<file path="config.mk">
export PLATFORM = sky130hd
export DESIGN_NAME = adcctl_top
export DESIGN_NICKNAME = d
export VERILOG_FILES = /design/src/adcctl_repeat.v /design/src/adcctl_top.v
export VERILOG_INCLUDE_DIRS = /design/src
export SDC_FILE = /design/constraint.sdc
export NUM_CORES = 1
export LEC_CHECK = 0
export BUFFER_PORTS_ARGS = -buffer_cell sky130_fd_sc_hd__clkbuf_2
export CAP_MARGIN = 20
export CELL_PAD_IN_SITES_DETAIL_PLACEMENT = 1
export CELL_PAD_IN_SITES_GLOBAL_PLACEMENT = 1
export CORE_MARGIN = 4
export CORE_UTILIZATION = 40
export CTS_BUF_LIST = sky130_fd_sc_hd__clkbuf_16
export DETAILED_ROUTE_END_ITERATION = 8
export PLACE_DENSITY_LB_ADDON = 0.08
export REMOVE_ABC_BUFFERS = 1
export SLEW_MARGIN = 20
export SYNTH_ARGS = -nofsm -noshare
export SYNTH_HDL_FRONTEND = slang
export SYNTH_SLANG_ARGS = --single-unit
export TNS_END_PERCENT = 10
</file>
<file path="constraint.sdc">
create_clock -name clock_in -period 8.1 [get_ports clock_in]
set_input_delay 1.62 -clock clock_in [delete_from_list [all_inputs] [get_ports clock_in]]
set_output_delay 1.62 -clock clock_in [all_outputs]
set_load 0.005 [all_outputs]
</file>
<file path="src/adcctl_regs.vh">
// Summary of operation
// - per-conversion dma enable set: request pulse on every finished conversion
// - sequence-done dma enable set: request pulse when a sequence completes
// - all-channel watch enable set: watchdog checks every converted channel
// - four-bit field picks the single channel the watchdog monitors
// - four-bit field picks converted channel: 0-12 inputs, 13 vdda/3, 14 temp, 15 ref
// - alignment clear: twelve-bit result right justified in bits 11:0
// - alignment set: twelve-bit result left justified in bits 15:4
// - policy clear: new result overwrites unread older result
// - policy set: outside sequence mode, new result dropped while an unread result exists
// - writing one to accumulator clear zeroes the sum; bit reads zero
// - accumulation enable set: results added into the accumulated value
// - multiple-conversion modes perform count field plus one conversions
// - count applies to single multiple mode 001 and sequence multiple mode 101
// - watchdog compares against twelve-bit high (reset all ones) and low thresholds
`ifndef ADCCTL_REGS_VH
`define ADCCTL_REGS_VH
`define ADCCTL_CTRL1_ADDR    12'h004
`define ADCCTL_CTRL2_ADDR    12'h010
`define ADCCTL_HTHR_ADDR     12'h014
`define ADCCTL_LTHR_ADDR     12'h018
`define ADCCTL_RESULT_ADDR   12'h020
`define ADCCTL_ACCUM_ADDR    12'h024
`define ADCCTL_STAT_ADDR     12'h028
`define ADCCTL_IRQEN_ADDR    12'h02c
`define ADCCTL_IRQCLR_ADDR   12'h030
`define ADCCTL_CTRL1_MASK    32'h0000ef6f
`define ADCCTL_CTRL2_MASK    32'h000001ff
`define ADCCTL_HTHR_RESET    12'hfff
`define ADCCTL_LTHR_RESET    12'h000
`define ADCCTL_B_DMA_CONV    15
`define ADCCTL_B_DMA_SEQ     14
`define ADCCTL_B_WATCH_ALL   13
`define ADCCTL_B_ALIGN       6
`define ADCCTL_B_DISCARD     5
`define ADCCTL_B_ACC_CLR     9
`define ADCCTL_B_ACC_EN      8
`define ADCCTL_MODE_SGL_MULT 3'h1
`define ADCCTL_MODE_SEQ_MULT 3'h5
`define ADCCTL_ST_CONV       0
`define ADCCTL_ST_SEQ        1
`define ADCCTL_ST_WATCH      2
`define ADCCTL_ST_OVR        3
`define ADCCTL_ST_WIDTH      4
`endif

</file>
<file path="src/adcctl_repeat.v">
`timescale 1ns/1ps
`default_nettype none
// ------------------------------------------------------------
// conversion repeat counter
// ------------------------------------------------------------
module adcctl_repeat #(
  parameter CW = 8
) (
  input  wire          clock_in,
  input  wire          rst_b_in,
  input  wire          multi_mode_in,
  input  wire [CW-1:0] count_in,
  input  wire          start_in,
  input  wire          done_in,
  output wire          busy_out,
  output wire          again_out,
  output wire          last_out
);
  reg  [CW:0] left_reg;
  reg  [CW:0] left_next;
  assign busy_out  = (left_reg != {(CW+1){1'b0}});
  assign last_out  = done_in && (left_reg == {{CW{1'b0}}, 1'b1});
  assign again_out = done_in && (left_reg > {{CW{1'b0}}, 1'b1});
  always @*
  begin
    left_next = left_reg;
    if (start_in && !busy_out)
      left_next = multi_mode_in ? ({1'b0, count_in} + {{CW{1'b0}}, 1'b1}) : {{CW{1'b0}}, 1'b1};
    else if (done_in && busy_out)
      left_next = left_reg - {{CW{1'b0}}, 1'b1};
  end
  always @(posedge clock_in or negedge rst_b_in)
  begin
    if (!rst_b_in)
      left_reg <= {(CW+1){1'b0}};
    else
      left_reg <= left_next;
  end
endmodule // adcctl_repeat
`default_nettype wire

</file>
<file path="src/adcctl_top.v">
// Register access over APB was left to the implementer.
`timescale 1ns/1ps
`default_nettype none
`include "adcctl_regs.vh"
module adcctl_top #(
  parameter RW  = 12,
  parameter AW  = 32
) (
  input  wire        clock_in,
  input  wire        rst_b_in,
  input  wire        psel_in,
  input  wire        penable_in,
  input  wire        pwrite_in,
  input  wire [11:0] paddr_in,
  input  wire [31:0] pwdata_in,
  output reg  [31:0] prdata_out,
  output wire        pready_out,
  output wire        pslverr_out,
  input  wire [2:0]  op_mode_in,
  input  wire        start_in,
  input  wire        conv_done_in,
  input  wire [3:0]  conv_channel_in,
  input  wire [RW-1:0] conv_data_in,
  input  wire        seq_mode_in,
  input  wire        seq_last_in,
  output reg  [3:0]  convert_channel_sel_out,
  output reg  [3:0]  watch_channel_sel_out,
  output reg         convert_again_out,
  output reg         dma_req_conv_out,
  output reg         dma_req_seq_out,
  output reg         watch_alarm_out,
  output reg  [15:0] result_out,
  output reg         result_unread_out,
  output wire        irq_out
);
// ------------------------------------------------------------
// reset release
// ------------------------------------------------------------
  reg        rst_meta_reg;
  reg        rst_sync_reg;
  wire       rst_b;
  always @(posedge clock_in or negedge rst_b_in)
  begin
    if (!rst_b_in)
    begin
      rst_meta_reg <= 1'b0;
      rst_sync_reg <= 1'b0;
    end
    else
    begin
      rst_meta_reg <= 1'b1;
      rst_sync_reg <= rst_meta_reg;
    end
  end
  assign rst_b = rst_sync_reg;
// ------------------------------------------------------------
// apb decode
// ------------------------------------------------------------
  wire        wr_en   = psel_in && penable_in && pwrite_in;
  wire        rd_en   = psel_in && penable_in && !pwrite_in;
  wire        hit_c1  = (paddr_in == `ADCCTL_CTRL1_ADDR);
  wire        hit_c2  = (paddr_in == `ADCCTL_CTRL2_ADDR);
  wire        hit_ht  = (paddr_in == `ADCCTL_HTHR_ADDR);
  wire        hit_lt  = (paddr_in == `ADCCTL_LTHR_ADDR);
  wire        hit_res = (paddr_in == `ADCCTL_RESULT_ADDR);
  wire        hit_acc = (paddr_in == `ADCCTL_ACCUM_ADDR);
  wire        hit_st  = (paddr_in == `ADCCTL_STAT_ADDR);
  wire        hit_ie  = (paddr_in == `ADCCTL_IRQEN_ADDR);
  wire        hit_ic  = (paddr_in == `ADCCTL_IRQCLR_ADDR);
  wire        mapped  = hit_c1 | hit_c2 | hit_ht | hit_lt | hit_res | hit_acc | hit_st | hit_ie | hit_ic;
  // zero wait states keeps the master simple
  assign pready_out  = 1'b1;
  assign pslverr_out = psel_in && penable_in && !mapped;
// ------------------------------------------------------------
// registers
// ------------------------------------------------------------
  reg  [31:0] ctrl1_reg;
  reg  [8:0]  ctrl2_reg;
  reg  [11:0] hthr_reg;
  reg  [11:0] lthr_reg;
  reg  [AW-1:0] accum_reg;
  reg  [AW-1:0] accum_next;
  reg  [`ADCCTL_ST_WIDTH-1:0] stat_reg;
  reg  [`ADCCTL_ST_WIDTH-1:0] stat_next;
  reg  [`ADCCTL_ST_WIDTH-1:0] irqen_reg;
  wire        acc_clear = wr_en && hit_c2 && pwdata_in[`ADCCTL_B_ACC_CLR];
  always @(posedge clock_in or negedge rst_b)
  begin
    if (!rst_b)
    begin
      ctrl1_reg <= 32'h00000000;
      ctrl2_reg <= 9'h000;
      hthr_reg  <= `ADCCTL_HTHR_RESET;
      lthr_reg  <= `ADCCTL_LTHR_RESET;
      irqen_reg <= {`ADCCTL_ST_WIDTH{1'b0}};
    end
    else if (wr_en)
    begin
      // reserved bits held at zero so stray writes cannot leak into them
      if (hit_c1)
        ctrl1_reg <= pwdata_in & `ADCCTL_CTRL1_MASK;
      else if (hit_c2)
        ctrl2_reg <= pwdata_in[8:0];
      else if (hit_ht)
        hthr_reg <= pwdata_in[11:0];
      else if (hit_lt)
        lthr_reg <= pwdata_in[11:0];
      else if (hit_ie)
        irqen_reg <= pwdata_in[`ADCCTL_ST_WIDTH-1:0];
    end
  end
  wire        dma_conv_en  = ctrl1_reg[`ADCCTL_B_DMA_CONV];
  wire        dma_seq_en   = ctrl1_reg[`ADCCTL_B_DMA_SEQ];
  wire        watch_all_en = ctrl1_reg[`ADCCTL_B_WATCH_ALL];
  wire        align_left   = ctrl1_reg[`ADCCTL_B_ALIGN];
  wire        keep_old     = ctrl1_reg[`ADCCTL_B_DISCARD];
  wire        accum_en     = ctrl2_reg[`ADCCTL_B_ACC_EN];
// ------------------------------------------------------------
// conversion sequencing
// ------------------------------------------------------------
  wire        multi_mode = (op_mode_in == `ADCCTL_MODE_SGL_MULT) || (op_mode_in == `ADCCTL_MODE_SEQ_MULT);
  wire        rep_again;
  wire        rep_last;
  adcctl_repeat #(
    .CW (8)
  ) u_repeat (
    .clock_in      (clock_in),
    .rst_b_in      (rst_b),
    .multi_mode_in (multi_mode),
    .count_in      (ctrl2_reg[7:0]),
    .start_in      (start_in),
    .done_in       (conv_done_in),
    .busy_out      (),
    .again_out     (rep_again),
    .last_out      (rep_last)
  );
  wire        seq_done = conv_done_in && (seq_mode_in ? (seq_last_in && (!multi_mode || rep_last)) : 1'b0);
// ------------------------------------------------------------
// result handling
// ------------------------------------------------------------
  wire [15:0] aligned = align_left ? {conv_data_in, 4'h0} : {4'h0, conv_data_in};
  wire        store   = conv_done_in && !(keep_old && result_unread_out && !seq_mode_in);
  wire        res_read = rd_en && hit_res;
  wire        watched = watch_all_en || (conv_channel_in == watch_channel_sel_out);
  wire        out_win = (conv_data_in > hthr_reg) || (conv_data_in < lthr_reg);
  wire        alarm   = conv_done_in && watched && out_win;
  wire        overrun = conv_done_in && result_unread_out;
  always @*
  begin
    accum_next = accum_reg;
    if (acc_clear)
      accum_next = {AW{1'b0}};
    if (accum_en && conv_done_in)
      accum_next = accum_next + {{(AW-RW){1'b0}}, conv_data_in};
  end
  always @*
  begin
    // events win over a same-cycle clear
    stat_next = stat_reg;
    if (wr_en && hit_ic)
      stat_next = stat_reg & ~pwdata_in[`ADCCTL_ST_WIDTH-1:0];
    if (conv_done_in)
      stat_next[`ADCCTL_ST_CONV] = 1'b1;
    if (seq_done)
      stat_next[`ADCCTL_ST_SEQ] = 1'b1;
    if (alarm)
      stat_next[`ADCCTL_ST_WATCH] = 1'b1;
    if (overrun)
      stat_next[`ADCCTL_ST_OVR] = 1'b1;
  end
  always @(posedge clock_in or negedge rst_b)
  begin
    if (!rst_b)
    begin
      accum_reg               <= {AW{1'b0}};
      stat_reg                <= {`ADCCTL_ST_WIDTH{1'b0}};
      result_out              <= 16'h0000;
      result_unread_out       <= 1'b0;
      dma_req_conv_out        <= 1'b0;
      dma_req_seq_out         <= 1'b0;
      watch_alarm_out         <= 1'b0;
      convert_again_out       <= 1'b0;
      convert_channel_sel_out <= 4'h0;
      watch_channel_sel_out   <= 4'h0;
    end
    else
    begin
      accum_reg               <= accum_next;
      stat_reg                <= stat_next;
      convert_channel_sel_out <= ctrl1_reg[3:0];
      watch_channel_sel_out   <= ctrl1_reg[11:8];
      dma_req_conv_out        <= conv_done_in && dma_conv_en;
      dma_req_seq_out         <= seq_done && dma_seq_en;
      watch_alarm_out         <= alarm;
      convert_again_out       <= rep_again;
      if (store)
        result_out <= aligned;
      if (store)
        result_unread_out <= 1'b1;
      else if (res_read)
        result_unread_out <= 1'b0;
    end
  end
  assign irq_out = |(stat_reg & irqen_reg);
// ------------------------------------------------------------
// read mux
// ------------------------------------------------------------
  always @*
  begin
    prdata_out = 32'h00000000;
    if (rd_en)
    begin
      if (hit_c1)
        prdata_out = ctrl1_reg;
      else if (hit_c2)
        prdata_out = {23'h000000, ctrl2_reg};
      else if (hit_ht)
        prdata_out = {20'h00000, hthr_reg};
      else if (hit_lt)
        prdata_out = {20'h00000, lthr_reg};
      else if (hit_res)
        prdata_out = {16'h0000, result_out};
      else if (hit_acc)
        prdata_out = accum_reg;
      else if (hit_st)
        prdata_out = {28'h0000000, stat_reg};
      else if (hit_ie)
        prdata_out = {28'h0000000, irqen_reg};
    end
  end
endmodule // adcctl_top
`default_nettype wire

</file>
* After elaboration in Yosys (flattened, before gate mapping)
Index checks and enable logic that the tools add are counted.
Operators by class: add/subtract/negate cells 3, $lt $le $gt $ge 3, eq/ne operators 13, muxes and demuxes 23, bitwise operators 15, reductions and logical operators 46
Operators with widths (number):
- 2-to-1 mux 32 bit | 9
- == test 12 x 6 -> 1 bit (second input constant) | 5
- == test 12 x 5 -> 1 bit (second input constant) | 3
- adder 32 x 12 -> 32 bit | 1
- 2-to-1 mux 9 bit | 3
- logical AND 1 bit | 23
- 2-to-1 mux 16 bit | 1
- == test 12 x 3 -> 1 bit (second input constant) | 1
- greater-than comparator 12 bit | 1
- less-than comparator 12 bit | 1
- 2-to-1 mux 4 bit | 3
- nonzero test 2 bit | 6
- adder 8 x 1 -> 9 bit (second input constant) | 1
- == test 9 x 1 -> 1 bit (second input constant) | 1
- greater-than comparator 9 x 1 -> 1 bit (second input constant) | 1
- nonzero test 9 bit | 1
- subtractor 9 x 1 -> 9 bit (second input constant) | 1
- bitwise AND 4 bit | 2
- OR 1 bit | 8
- 2-to-1 mux 1 bit | 7
- zero test 1 bit | 6
- AND reduction 6 bit | 1
- AND reduction 5 bit | 1
- == test 4 bit | 1
- 9 further kinds | 15
Word-level totals: flip-flop bits (word level) 126, logic and storage cells 124

* Logic depth before layout (Yosys ltp)
Gate-level depths: netlist of run 1.
depth in word-level cells 11, gate-level depth with buffers 15, depth with buffers taken out 12

* Modules after synthesis
A second synthesis of run 1 with hierarchy kept.
Second synthesis, totals: cell total of the unflattened synthesis 804, area total of the unflattened synthesis 7771.2 um^2
Modules (own cells, without submodules):
- adcctl_top | times used 1, cells an instance 713, area each 7011.7 um^2
- adcctl_repeat | times used 1, cells an instance 91, area each 759.5 um^2

* Worst setup path after synthesis of run 1
No wires, ideal clock.
path kind input port to output port, from input port paddr_in[9], to output port prdata_out[12], data arrival time 3.686 ns, data required time 6.480 ns, slack 2.794 ns, stages on the path 8, cell sequence or4_4 -> buf_6 -> or3_1 -> buf_2 -> nor3_2 -> clkbuf_1 -> a22oi_1 -> nor3_1
Between the ends: cells in the longest elaborated chain, start to end 8, elaborated cells on any way between the ends 13, those cells by class 6 x eq/ne; 7 x mux
RTL lines:
- from (decl) | RTL line adcctl_top.v:14 | input wire [11:0] paddr_in,
- == test 12 x 6 -> 1 bit (no line)
- 2-to-1 mux 32 bit | RTL line adcctl_top.v:223 | else if (hit_acc)
- 2-to-1 mux 32 bit | RTL line adcctl_top.v:221 | else if (hit_res)
- 2-to-1 mux 32 bit | RTL line adcctl_top.v:219 | else if (hit_lt)
- 2-to-1 mux 32 bit | RTL line adcctl_top.v:217 | else if (hit_ht)
- 2-to-1 mux 32 bit | RTL line adcctl_top.v:215 | else if (hit_c2)
- 2-to-1 mux 32 bit (*) | RTL line adcctl_top.v:213 | if (hit_c1)
- 2-to-1 mux 32 bit (*) | RTL line adcctl_top.v:211 | if (rd_en)
- to (decl) | RTL line adcctl_top.v:16 | output reg [31:0] prdata_out,
Every way passes the cells marked *; elsewhere a longest branch is shown, timed or not.

* Final worst setup path of run 1
from input port paddr_in[9], to output port prdata_out[5]
The elaborated chain is that of the path after synthesis.

==> summary.md, run 1 <==
| Metric | Value |
|---|---|
| Met3 Wirelength | `1050 um` |
| Final GP Congestion | `0.884` |
| Max Fclk | `160 MHz` |
| Headroom to the max-slew limit | `0.301` |
| Synth Area in Adders | `0.0653` |
| Most frequent cells in the layout | `clkbuf_2, dfrtp_1, nand2_1` |
| Leakage | `4.19 nW` |
| CP Capture Type | `output pin` |
| Setup TNS | `0 ps` |
| DIE AREA | `0.0212 mm^2` |
| GRT Util Overall | `0.246` |
| Num CTS Buffers | `17` |
| WL/cell | `22.6 um` |
| DR vias | `6,714` |
| Crit-path max FO | `16` |
| Final #Nets | `1,006` |
| Area occupied by multi-input gates | `0.00413 mm^2` |
| Root Buffer | `clkbuf_16` |
| Synth Area in XOR/XNOR | `0.0312` |
| Synth warnings | `0` |
| Layout Skew | `9.60 ps` |
| Worst-Skew Late Latency | `440 ps` |
| Clock power share | `0.466` |
| CP required | `6480 ps` |
| Placed cells | `1,110` |
| Antenna violations before repair | `0` |
| Dpl hpwl | `19,000 um` |
| Top layer in use | `met4` |
| CTS tree | `done` |
| Most common cell after layout, fill and taps aside | `clkbuf_2` |
| Post-synthesis mux area share | `0.0928` |
| First-pass GRT wire length | `41,000 um` |
| Max Cap Viol | `0` |
| Num Clock Sinks | `126` |
| Hold buffer count at cts | `0` |
| Die width | `146 um` |
| Worst-path clk slew | `60 ps` |
| Setup Buffers After CTS | `0` |
| Yosys cell types | `66` |
| Switching Share | `0.275` |
| Area grow syn2layout | `17.8%` |
| Via/cell ratio | `5.88` |
| Number of flops mapped to enable cells by yosys | `0` |
| Register Area | `0.00317 mm^2` |
| Peak supply drop | `0.150 mV` |
| Vias in the first global route | `7,220` |
| Die H | `146 um` |
| Syn Inst Count | `789` |
| Routed WL | `25,800 um` |
| DRC Markers | `0` |
| Antenna cells | `0` |
| Clk buf depth | `2` |
| Type of the worst min-delay path | `reg2reg` |
| Largest stage delay, worst path | `830 ps` |
| WL met1 | `11,800 um` |
| Most used cell, CP | `clkbuf_2` |
| Switch Pwr | `0.000458 W` |
| Endpoints failing setup | `0` |
| Async SR Flop Fraction | `1.00` |
| Cts repair resizes | `0` |
| FF+latch count, synth | `126` |
| Synthesized area | `0.00759 mm^2` |
| Dominant synthesized flop cell | `dfrtp_1` |
| Slowest CP cell | `nor3_2` |
| Slew Limit Fails | `0` |
| Critical path class | `in2out` |
| Layout Cells excl Fill | `1,142` |
| Core area | `0.0187 mm^2` |
| Final hold vios | `0` |
| Max reg flops | `32` |
| Min Tclk post-route | `6270 ps` |
| RSZ-0062 raised after global routing | `false` |
| Pre-Repair DR Iteration Count | `6` |
| FILL cells | `2,166` |
| Power Dens Cells | `187 mW/mm^2` |
| FP Rows | `50` |
| DR WL met2 | `12,600 um` |
| Post-synthesis simple-gate area fraction | `0.184` |
| PortBufs | `116` |
| Int Power | `0.00121 W` |
| Iteration-0 DRC Markers | `311` |
| Largest net degree at the start of global routing | `71` |
| Proportion of layout cells with a drive suffix above 1 | `0.251` |
| Sequential share of power | `0.418` |
| GR Overflow Total | `0` |
| CTS H-Tree Depth | `4` |
| Design Power | `0.00167 W` |
| Initial core utilization | `0.406` |
| Worst-path cell chain | `clkbuf_2 -> or4_4 -> or3_1 -> nor3_2 -> buf_4 -> a221oi_1 -> nor2_1 -> clkbuf_2` |
| I/O Pins | `136` |
| Worst EP arrival | `4650 ps` |
| ANT nets after route | `0` |
| Largest family of logic cells by synthesized area | `simple AND/OR/NAND/NOR gates` |
| Run status | `finished clean` |
| Gate power share | `0.116` |
| Final period util | `0.774` |
| Worst Max-Slew Pin Slew | `1050 ps` |
| Compound-Gate Fraction of Synth Area | `0.169` |
| Share of the yosys chip area belonging to registers | `0.417` |
| Worst Setup Start Kind | `primary input` |
| Synth Area per Inst | `9.62 um^2` |
## layout make-up
| class | count | area share |
|---|---|---|
| Clock buffer | 17 | 0.0476 |
| Clock inverter | 15 | 0.0175 |
| Inverter | 32 | 0.0134 |
| Multi-Input combinational cell | 593 | 0.461 |
| Sequential cell | 126 | 0.355 |
| Tap cell | 234 | 0.0328 |
| Timing Repair Buffer | 125 | 0.0725 |
## metal layers
layer	vias up	global-route usage
met2	145	0.414
li1	3102	-
met4	0	0.0622
met5	-	0
met1	3437	0.329
met3	30	0.0458
## worst max-delay path: cells and delay by family
kind,cells,cell delay (ps)
buffers and inverters,3,600
and+or+nand+nor,4,2210
AOI/OAI and AO/OA,1,190
## kinds of logic after synthesis
kind of cell,count (synthesis)
multiplexers,56
flip-flops,126
AO/OA/AOI/OAI,202
other,1
AND/OR/NAND/NOR,267
XOR/XNOR,27
adder cells (fa/ha/maj),39
buffers and inverters,71
## power groups by stage
stage | Sequential, W | Combinational (W) | Clock [W]
after floorplan | 0.000701 | 0.000112 | 0
after global placement | 0.000705 | 0.000184 | 0
after detailed placement | 0.000708 | 0.000193 | 0
after CTS | 0.000697 | 0.000194 | 0.000787
after global routing | 0.000704 | 0.000216 | 0.000818
final | 0.000697 | 0.000193 | 0.000777
## synth_stat cells, types with 12 or more instances
| master | count | area [um^2] |
|---|---|---|
| xnor2_1 | 13 | 114 |
| o22ai_1 | 14 | 87.6 |
| mux2_2 | 25 | 282 |
| ha_1 | 38 | 475 |
| a21oi_1 | 35 | 175 |
| xor2_1 | 14 | 123 |
| dfrtp_1 | 114 | 2850 |
| nor2_1 | 33 | 124 |
| clkbuf_1 | 29 | 109 |
| inv_1 | 32 | 120 |
| and3_1 | 28 | 175 |
| dfstp_2 | 12 | 315 |
| and2_1 | 17 | 106 |
| mux2_4 | 20 | 300 |
| nand2_1 | 91 | 342 |
| nand3_1 | 19 | 95.1 |
| nor3_1 | 14 | 70.1 |
| o21ai_0 | 67 | 335 |
## stage by stage
step                worst slack (ps)  utilization  cell area (um^2)  hold slack [ps]
finish                          1830        0.478              8940              359
global route                    1760        0.478              8940              366
CTS                             1880        0.478              8930              364
detailed placement              1880        0.446              8350              350
global placement                1950        0.446              8350              338
floorplan                       2140            -              7410              331
## final timing paths
path	startpoint	to	slack (ps)	cells after the start
setup / recovery	paddr_in[9]	prdata_out[5]	1830	8
hold / removal	rst_meta_reg	rst_b	360	0
setup reg to reg	accum_reg[0]	accum_reg[20]	5260	10
hold reg to reg	rst_meta_reg	rst_b	360	0
max in group asynchronous	rst_b	watch_channel_sel_out[1]	6240	1
min in group asynchronous	rst_b	irqen_reg[2]	390	0
(Power assumes the default switching activity.)
==> inputs of run 2 (changes only) <==
- clock period: 8.1 -> 6.15 ns (I/O delays scaled with it)
==> run 2 against run 1 <==
Compared with the run above:
- worst setup slack worse by 720 ps
- combinational power grew 33%
- global-route usage is 0.067 points lower
- register-to-register slack worse by 1900 ps
- sequential cell count stayed put
- largest power group unchanged
- largest cell class unchanged
- final cell count increased by 0.35%
- utilization is the same
- via count rose by 0.88%
==> summary.md, run 2 (same netlist as run 1, synthesis figures left out) <==
| Metric | Value |
|---|---|
| Min Tclk post-route | `5040 ps` |
| Run status | `finished clean (unchanged)` |
| Antenna violations before repair | `0 (unchanged)` |
| Hold buffer count at cts | `0 (unchanged)` |
| Layout Skew | `10.1 ps (was 9.60 ps)` |
| FILL cells | `2,190 (was 2,166)` |
| Max reg flops | `32 (unchanged)` |
| CP Capture Type | `output pin (unchanged)` |
| Iteration-0 DRC Markers | `378 (was 311)` |
| Die H | `146 um (unchanged)` |
| Core area | `0.0187 mm^2 (unchanged)` |
| RSZ-0062 raised after global routing | `false (unchanged)` |
| Register Area | `0.00317 mm^2 (unchanged)` |
| Type of the worst min-delay path | `reg2reg (unchanged)` |
| Vias in the first global route | `7,167 (was 7,220)` |
| Proportion of layout cells with a drive suffix above 1 | `0.251 (about the same)` |
| First-pass GRT wire length | `40,800 um (was 41,000 um)` |
| Root Buffer | `clkbuf_16 (unchanged)` |
| Final hold vios | `0 (unchanged)` |
| Most common cell after layout, fill and taps aside | `clkbuf_2 (unchanged)` |
| Final period util | `0.820` |
| Worst EP arrival | `3810 ps (was 4650 ps)` |
| DR vias | `6,773 (was 6,714)` |
| Worst Max-Slew Pin Slew | `1080 ps (was 1050 ps)` |
| Worst-path cell chain | `clkbuf_2 -> or4_4 -> or3_1 -> nor4_4 -> a222oi_1 -> o22ai_1 -> clkbuf_2 (was clkbuf_2 -> or4_4 -> or3_1 -> nor3_2 -> buf_4 -> a221oi_1 -> nor2_1 -> clkbuf_2)` |
| WL/cell | `22.9 um (was 22.6 um)` |
| CTS H-Tree Depth | `4 (unchanged)` |
| Slowest CP cell | `nor4_4 (was nor3_2)` |
| Pre-Repair DR Iteration Count | `5 (was 6)` |
| GR Overflow Total | `0 (unchanged)` |
| Largest net degree at the start of global routing | `69 (was 71)` |
| Area grow syn2layout | `17.8% (unchanged)` |
| Headroom to the max-slew limit | `0.278 (was 0.301)` |
| Antenna cells | `0 (unchanged)` |
| Critical path class | `in2out (unchanged)` |
| Most used cell, CP | `clkbuf_2 (unchanged)` |
| GRT Util Overall | `0.245 (was 0.246)` |
| PortBufs | `116 (unchanged)` |
| Routed WL | `26,200 um (was 25,800 um)` |
| Setup TNS | `0 ps (unchanged)` |
| Final #Nets | `1,010 (was 1,006)` |
| Final GP Congestion | `0.881 (was 0.884)` |
| Clk buf depth | `2 (unchanged)` |
| Max Fclk | `198 MHz` |
| Power Dens Cells | `241 mW/mm^2 (was 187 mW/mm^2)` |
| FP Rows | `50 (unchanged)` |
| Most frequent cells in the layout | `clkbuf_2, dfrtp_1, nand2_1 (unchanged)` |
| Max Cap Viol | `0 (unchanged)` |
| Peak supply drop | `0.177 mV (was 0.150 mV)` |
| Dpl hpwl | `19,200 um (was 19,000 um)` |
| Endpoints failing setup | `0 (unchanged)` |
| Num Clock Sinks | `126 (unchanged)` |
| ANT nets after route | `0 (unchanged)` |
| DRC Markers | `0 (unchanged)` |
| Cts repair resizes | `0 (unchanged)` |
| Setup Buffers After CTS | `0 (unchanged)` |
| Hold slack | `354 ps (was 359 ps)` |
| CP required | `4920 ps (was 6480 ps)` |
| Via/cell ratio | `5.91 (was 5.88)` |
| CTS tree | `done (unchanged)` |
| Die width | `146 um (unchanged)` |
| Num CTS Buffers | `17 (unchanged)` |
| Worst-Skew Late Latency | `430 ps (was 440 ps)` |
| Slew Limit Fails | `0 (unchanged)` |
| Crit-path max FO | `10 (was 16)` |
| Largest stage delay, worst path | `830 ps (about the same)` |
| DIE AREA | `0.0212 mm^2 (unchanged)` |
| Area occupied by multi-input gates | `0.00412 mm^2 (was 0.00413 mm^2)` |
| I/O Pins | `136 (unchanged)` |
| Worst-path clk slew | `60 ps (about the same)` |
| Leakage | `4.19 nW (about the same)` |
| Worst Setup Start Kind | `primary input (unchanged)` |
| Initial core utilization | `0.406 (unchanged)` |
run 2: cell types whose count changed in the layout (fill, tap and decap cells not counted):
cell | before | now
bufinv_16 | 3 | 2
clkinv_4 | 2 | 0
inv_1 | 35 | 34
clkinv_2 | 6 | 4
clkinvlp_4 | 1 | 3
inv_6 | 0 | 1
buf_4 | 9 | 13
o21bai_1 | 1 | 2
clkinv_1 | 0 | 3
o21bai_2 | 1 | 0
run 2: path summary, 6_finish.rpt:
kind,from,end,slack (ps),depth (start not counted)
hold reg to reg,rst_meta_reg,rst_b,350,0
max in group asynchronous,rst_b,accum_reg[24],4320,1
setup / recovery,paddr_in[9],prdata_out[11],1110,7
hold / removal,rst_meta_reg,rst_b,350,0
setup reg to reg,accum_reg[0],accum_reg[26],3380,10
min in group asynchronous,rst_b,irqen_reg[0],410,0
run 2: power breakdown:
part | internal (W) | switching [W]
clock | 0.000586 | 0.000391
sequential | 0.000867 | 0.0000501
combinational | 0.0000986 | 0.000158
run 2: cell type report:
cell class / instances / share of cell area
Timing Repair Buffer: 129 / 0.0759
Multi-Input combinational cell: 593 / 0.461
Sequential cell: 126 / 0.355
Clock inverter: 15 / 0.0146
Tap cell: 234 / 0.0328
Inverter: 32 / 0.0134
Clock buffer: 17 / 0.0476
run 2: metal layers:
layer | track usage | vias up | share of wire | wire (um)
met5 | 0 | - | 0 | 0
met4 | 0.0769 | 0 | 0.018 | 471
met2 | 0.418 | 163 | 0.50 | 13000
li1 | - | 3103 | - | -
met3 | 0.0383 | 34 | 0.035 | 919
met1 | 0.322 | 3473 | 0.45 | 11800
run 2: worst max-delay path, delay by kind of cell:
| kind | cells | cell delay (ps) |
|---|---|---|
| simple gates | 3 | 1930 |
| compound gates | 2 | 410 |
| buf+inv | 2 | 240 |
run 2: through the flow:
| step | instances | total power (W) | setup WS, ps | area, um^2 | util |
|---|---|---|---|---|---|
| 2_1_floorplan | 751 | 0.00107 | 578 | 7410 | - |
| 3_3_place_gp | 1114 | 0.00117 | 1170 | 8380 | 0.448 |
| 3_5_place_dp | 1114 | 0.00119 | 1150 | 8380 | 0.448 |
| 4_1_cts | 1146 | 0.00217 | 1150 | 8940 | 0.478 |
| 5_1_grt | 1146 | 0.00225 | 1060 | 8940 | 0.478 |
| 6_report | 1146 | 0.00215 | 1110 | 8940 | 0.478 |
==> inputs of run 3 (changes only) <==
- clock period: 6.15 -> 4.76 ns (I/O delays scaled with it)
==> run 3 against run 2 <==
Compared with the run above:
- combinational power grew 34%
- final area grew 1.7%
- largest cell class unchanged
- sequential share of layout area shrank 0.58 points
- via count shrank 1.7%
==> summary.md, run 3 (same netlist as run 1, synthesis figures left out) <==
| Metric | Value |
|---|---|
| Power Dens Cells | `321 mW/mm^2 (was 241 mW/mm^2)` |
| Switch Pwr | `0.000799 W (was 0.000599 W)` |
| Antenna violations before repair | `1 (was 0)` |
| Antenna cells | `0 (unchanged)` |
| DRC Markers | `0 (unchanged)` |
| Cts repair resizes | `0 (unchanged)` |
| FILL cells | `2,159 (was 2,190)` |
| CP Capture Type | `output pin (unchanged)` |
| Int Power | `0.00212 W (was 0.00155 W)` |
| Die width | `146 um (unchanged)` |
| RSZ-0062 raised after global routing | `false (unchanged)` |
| Final Cell Area | `0.00909 mm^2 (was 0.00894 mm^2)` |
| Leakage | `4.25 nW (was 4.19 nW)` |
| Initial core utilization | `0.406 (unchanged)` |
| Slew Limit Fails | `0 (unchanged)` |
| R2R setup slack | `1910 ps (was 3380 ps)` |
| Proportion of layout cells with a drive suffix above 1 | `0.260 (was 0.251)` |
| Final WS setup | `424 ps (was 1110 ps)` |
| Peak supply drop | `0.223 mV (was 0.177 mV)` |
| CP required | `3810 ps (was 4920 ps)` |
| Num CTS Buffers | `17 (unchanged)` |
| Num Clock Sinks | `126 (unchanged)` |
| Final #Nets | `1,020 (was 1,010)` |
| WL/cell | `22.6 um (was 22.9 um)` |
| DIE AREA | `0.0212 mm^2 (unchanged)` |
| First-pass GRT wire length | `40,900 um (was 40,800 um)` |
| Core area | `0.0187 mm^2 (unchanged)` |
| I/O Pins | `136 (unchanged)` |
| Layout Cells excl Fill | `1,156 (was 1,146)` |
| Layout Skew | `10.4 ps (was 10.1 ps)` |
| Dpl ws | `99.0 ps (was 1150 ps)` |
| Type of the worst min-delay path | `in2async (was reg2reg)` |
| Reg-to-Reg End | `accum_reg[22] (was accum_reg[26])` |
| Iteration-0 DRC Markers | `370 (was 378)` |
| ANT nets after route | `0 (unchanged)` |
| R2r worst-path depth | `10 (unchanged)` |
| Clock power share | `0.479 (was 0.454)` |
| Sequential share of power | `0.403 (was 0.427)` |
| Final GP Congestion | `0.929 (was 0.881)` |
| Most common cell after layout, fill and taps aside | `clkbuf_2 (unchanged)` |
| Worst EP arrival | `3380 ps (was 3810 ps)` |
| Placed cells | `1,124 (was 1,114)` |
| RR Startpoint | `accum_reg[0] (unchanged)` |
| CTS H-Tree Depth | `4 (unchanged)` |
| Pre-Repair DR Iteration Count | `6 (was 5)` |
| Hold buffer count at cts | `0 (unchanged)` |
| Setup TNS | `0 ps (unchanged)` |
| Clk buf depth | `2 (unchanged)` |
| Area grow syn2layout | `19.7% (was 17.8%)` |
| Max Cap Viol | `0 (unchanged)` |
| Endpoints failing setup | `0 (unchanged)` |
| PortBufs | `116 (unchanged)` |
| Crit-path max FO | `8 (was 10)` |
| Max Fclk | `231 MHz` |
| Root Buffer | `clkbuf_16 (unchanged)` |
| CTS tree | `done (unchanged)` |
| Routed WL | `26,100 um (was 26,200 um)` |
| Critical path class | `in2out (unchanged)` |
| Die H | `146 um (unchanged)` |
| Dpl hpwl | `19,500 um (was 19,200 um)` |
| Worst-path clk slew | `60 ps (about the same)` |
| GR Overflow Total | `0 (unchanged)` |
| Setup Buffers After CTS | `0 (unchanged)` |
| Gate power share | `0.118 (was 0.119)` |
| Worst-Skew Late Latency | `430 ps (about the same)` |
| Vias in the first global route | `7,106 (was 7,167)` |
| FP Rows | `50 (unchanged)` |
| Most frequent cells in the layout | `clkbuf_2, dfrtp_1, nand2_1 (unchanged)` |
| Switching Share | `0.273 (was 0.279)` |
| Run status | `finished clean (unchanged)` |
| Headroom to the max-slew limit | `0.340 (was 0.278)` |
| Via/cell ratio | `5.76 (was 5.91)` |
| DR vias | `6,655 (was 6,773)` |
| Final hold vios | `0 (unchanged)` |
| DP Area | `0.00847 mm^2 (was 0.00838 mm^2)` |
| CP startpoint | `paddr_in[9] (unchanged)` |
| Worst Max-Slew Pin Slew | `989 ps (was 1080 ps)` |
| Final period util | `0.911` |
| Final core area utilization | `0.486 (was 0.478)` |
| GRT Util Overall | `0.246 (was 0.245)` |
| Max reg flops | `32 (unchanged)` |
| Min Tclk post-route | `4340 ps` |
| Worst Setup Start Kind | `primary input (unchanged)` |
| Largest net degree at the start of global routing | `74 (was 69)` |
-- run 3: how the worst max path moves through the flow --
| stage | to | slack [ps] | cells after the start |
|---|---|---|---|
| 4_1_cts | prdata_out[0] | 430 | 7 |
| 2_1_floorplan | accum_reg[18] | -530 | 12 |
| 3_5_place_dp | accum_reg[28] | 100 | 14 |
| 3_3_place_gp | accum_reg[26] | 190 | 14 |
| 6_report | prdata_out[0] | 420 | 7 |
| 5_1_grt | accum_reg[22] | 220 | 14 |
-- run 3: metrics by stage --
stage	hold WS (ps)	total power, W
2_1_floorplan	331	0.00138
3_3_place_gp	339	0.00152
3_5_place_dp	346	0.00154
4_1_cts	276	0.00294
5_1_grt	280	0.00304
6_report	293	0.00292
-- run 3: per-layer routing --
layer / GRT usage / vias up / wire length [um] / part of all wire
li1: - / 3130 / - / -
met1: 0.334 / 3357 / 12000 / 0.46
met2: 0.410 / 136 / 12600 / 0.48
met3: 0.0411 / 32 / 1070 / 0.041
met4: 0.0641 / 0 / 375 / 0.014
met5: 0 / - / 0 / 0
-- run 3: critical path, cell delays in order --
cell and delay [ps]:
clkbuf_2 80, or4_4 590, nor4_2 420, and2_0 580, a221oi_1 280, a211oi_1 310, clkbuf_2 160
-- run 3: cell type report --
cell class	instances	area [um^2]	area share
Tap cell	234	293	0.0322
Timing Repair Buffer	139	766	0.0843
Inverter	32	120	0.0132
Clock inverter	15	191	0.0211
Clock buffer	17	425	0.0468
Multi-Input combinational cell	593	4120	0.453
Sequential cell	126	3170	0.349
-- run 3: power by group through the flow --
| stage | sequential (W) | combinational (W) | clock [W] |
|---|---|---|---|
| 6_report | 0.00118 | 0.000344 | 0.00140 |
| 3_3_place_gp | 0.00119 | 0.000330 | 0 |
| 5_1_grt | 0.00118 | 0.000388 | 0.00147 |
| 3_5_place_dp | 0.00119 | 0.000345 | 0 |
| 4_1_cts | 0.00118 | 0.000349 | 0.00142 |
| 2_1_floorplan | 0.00119 | 0.000191 | 0 |
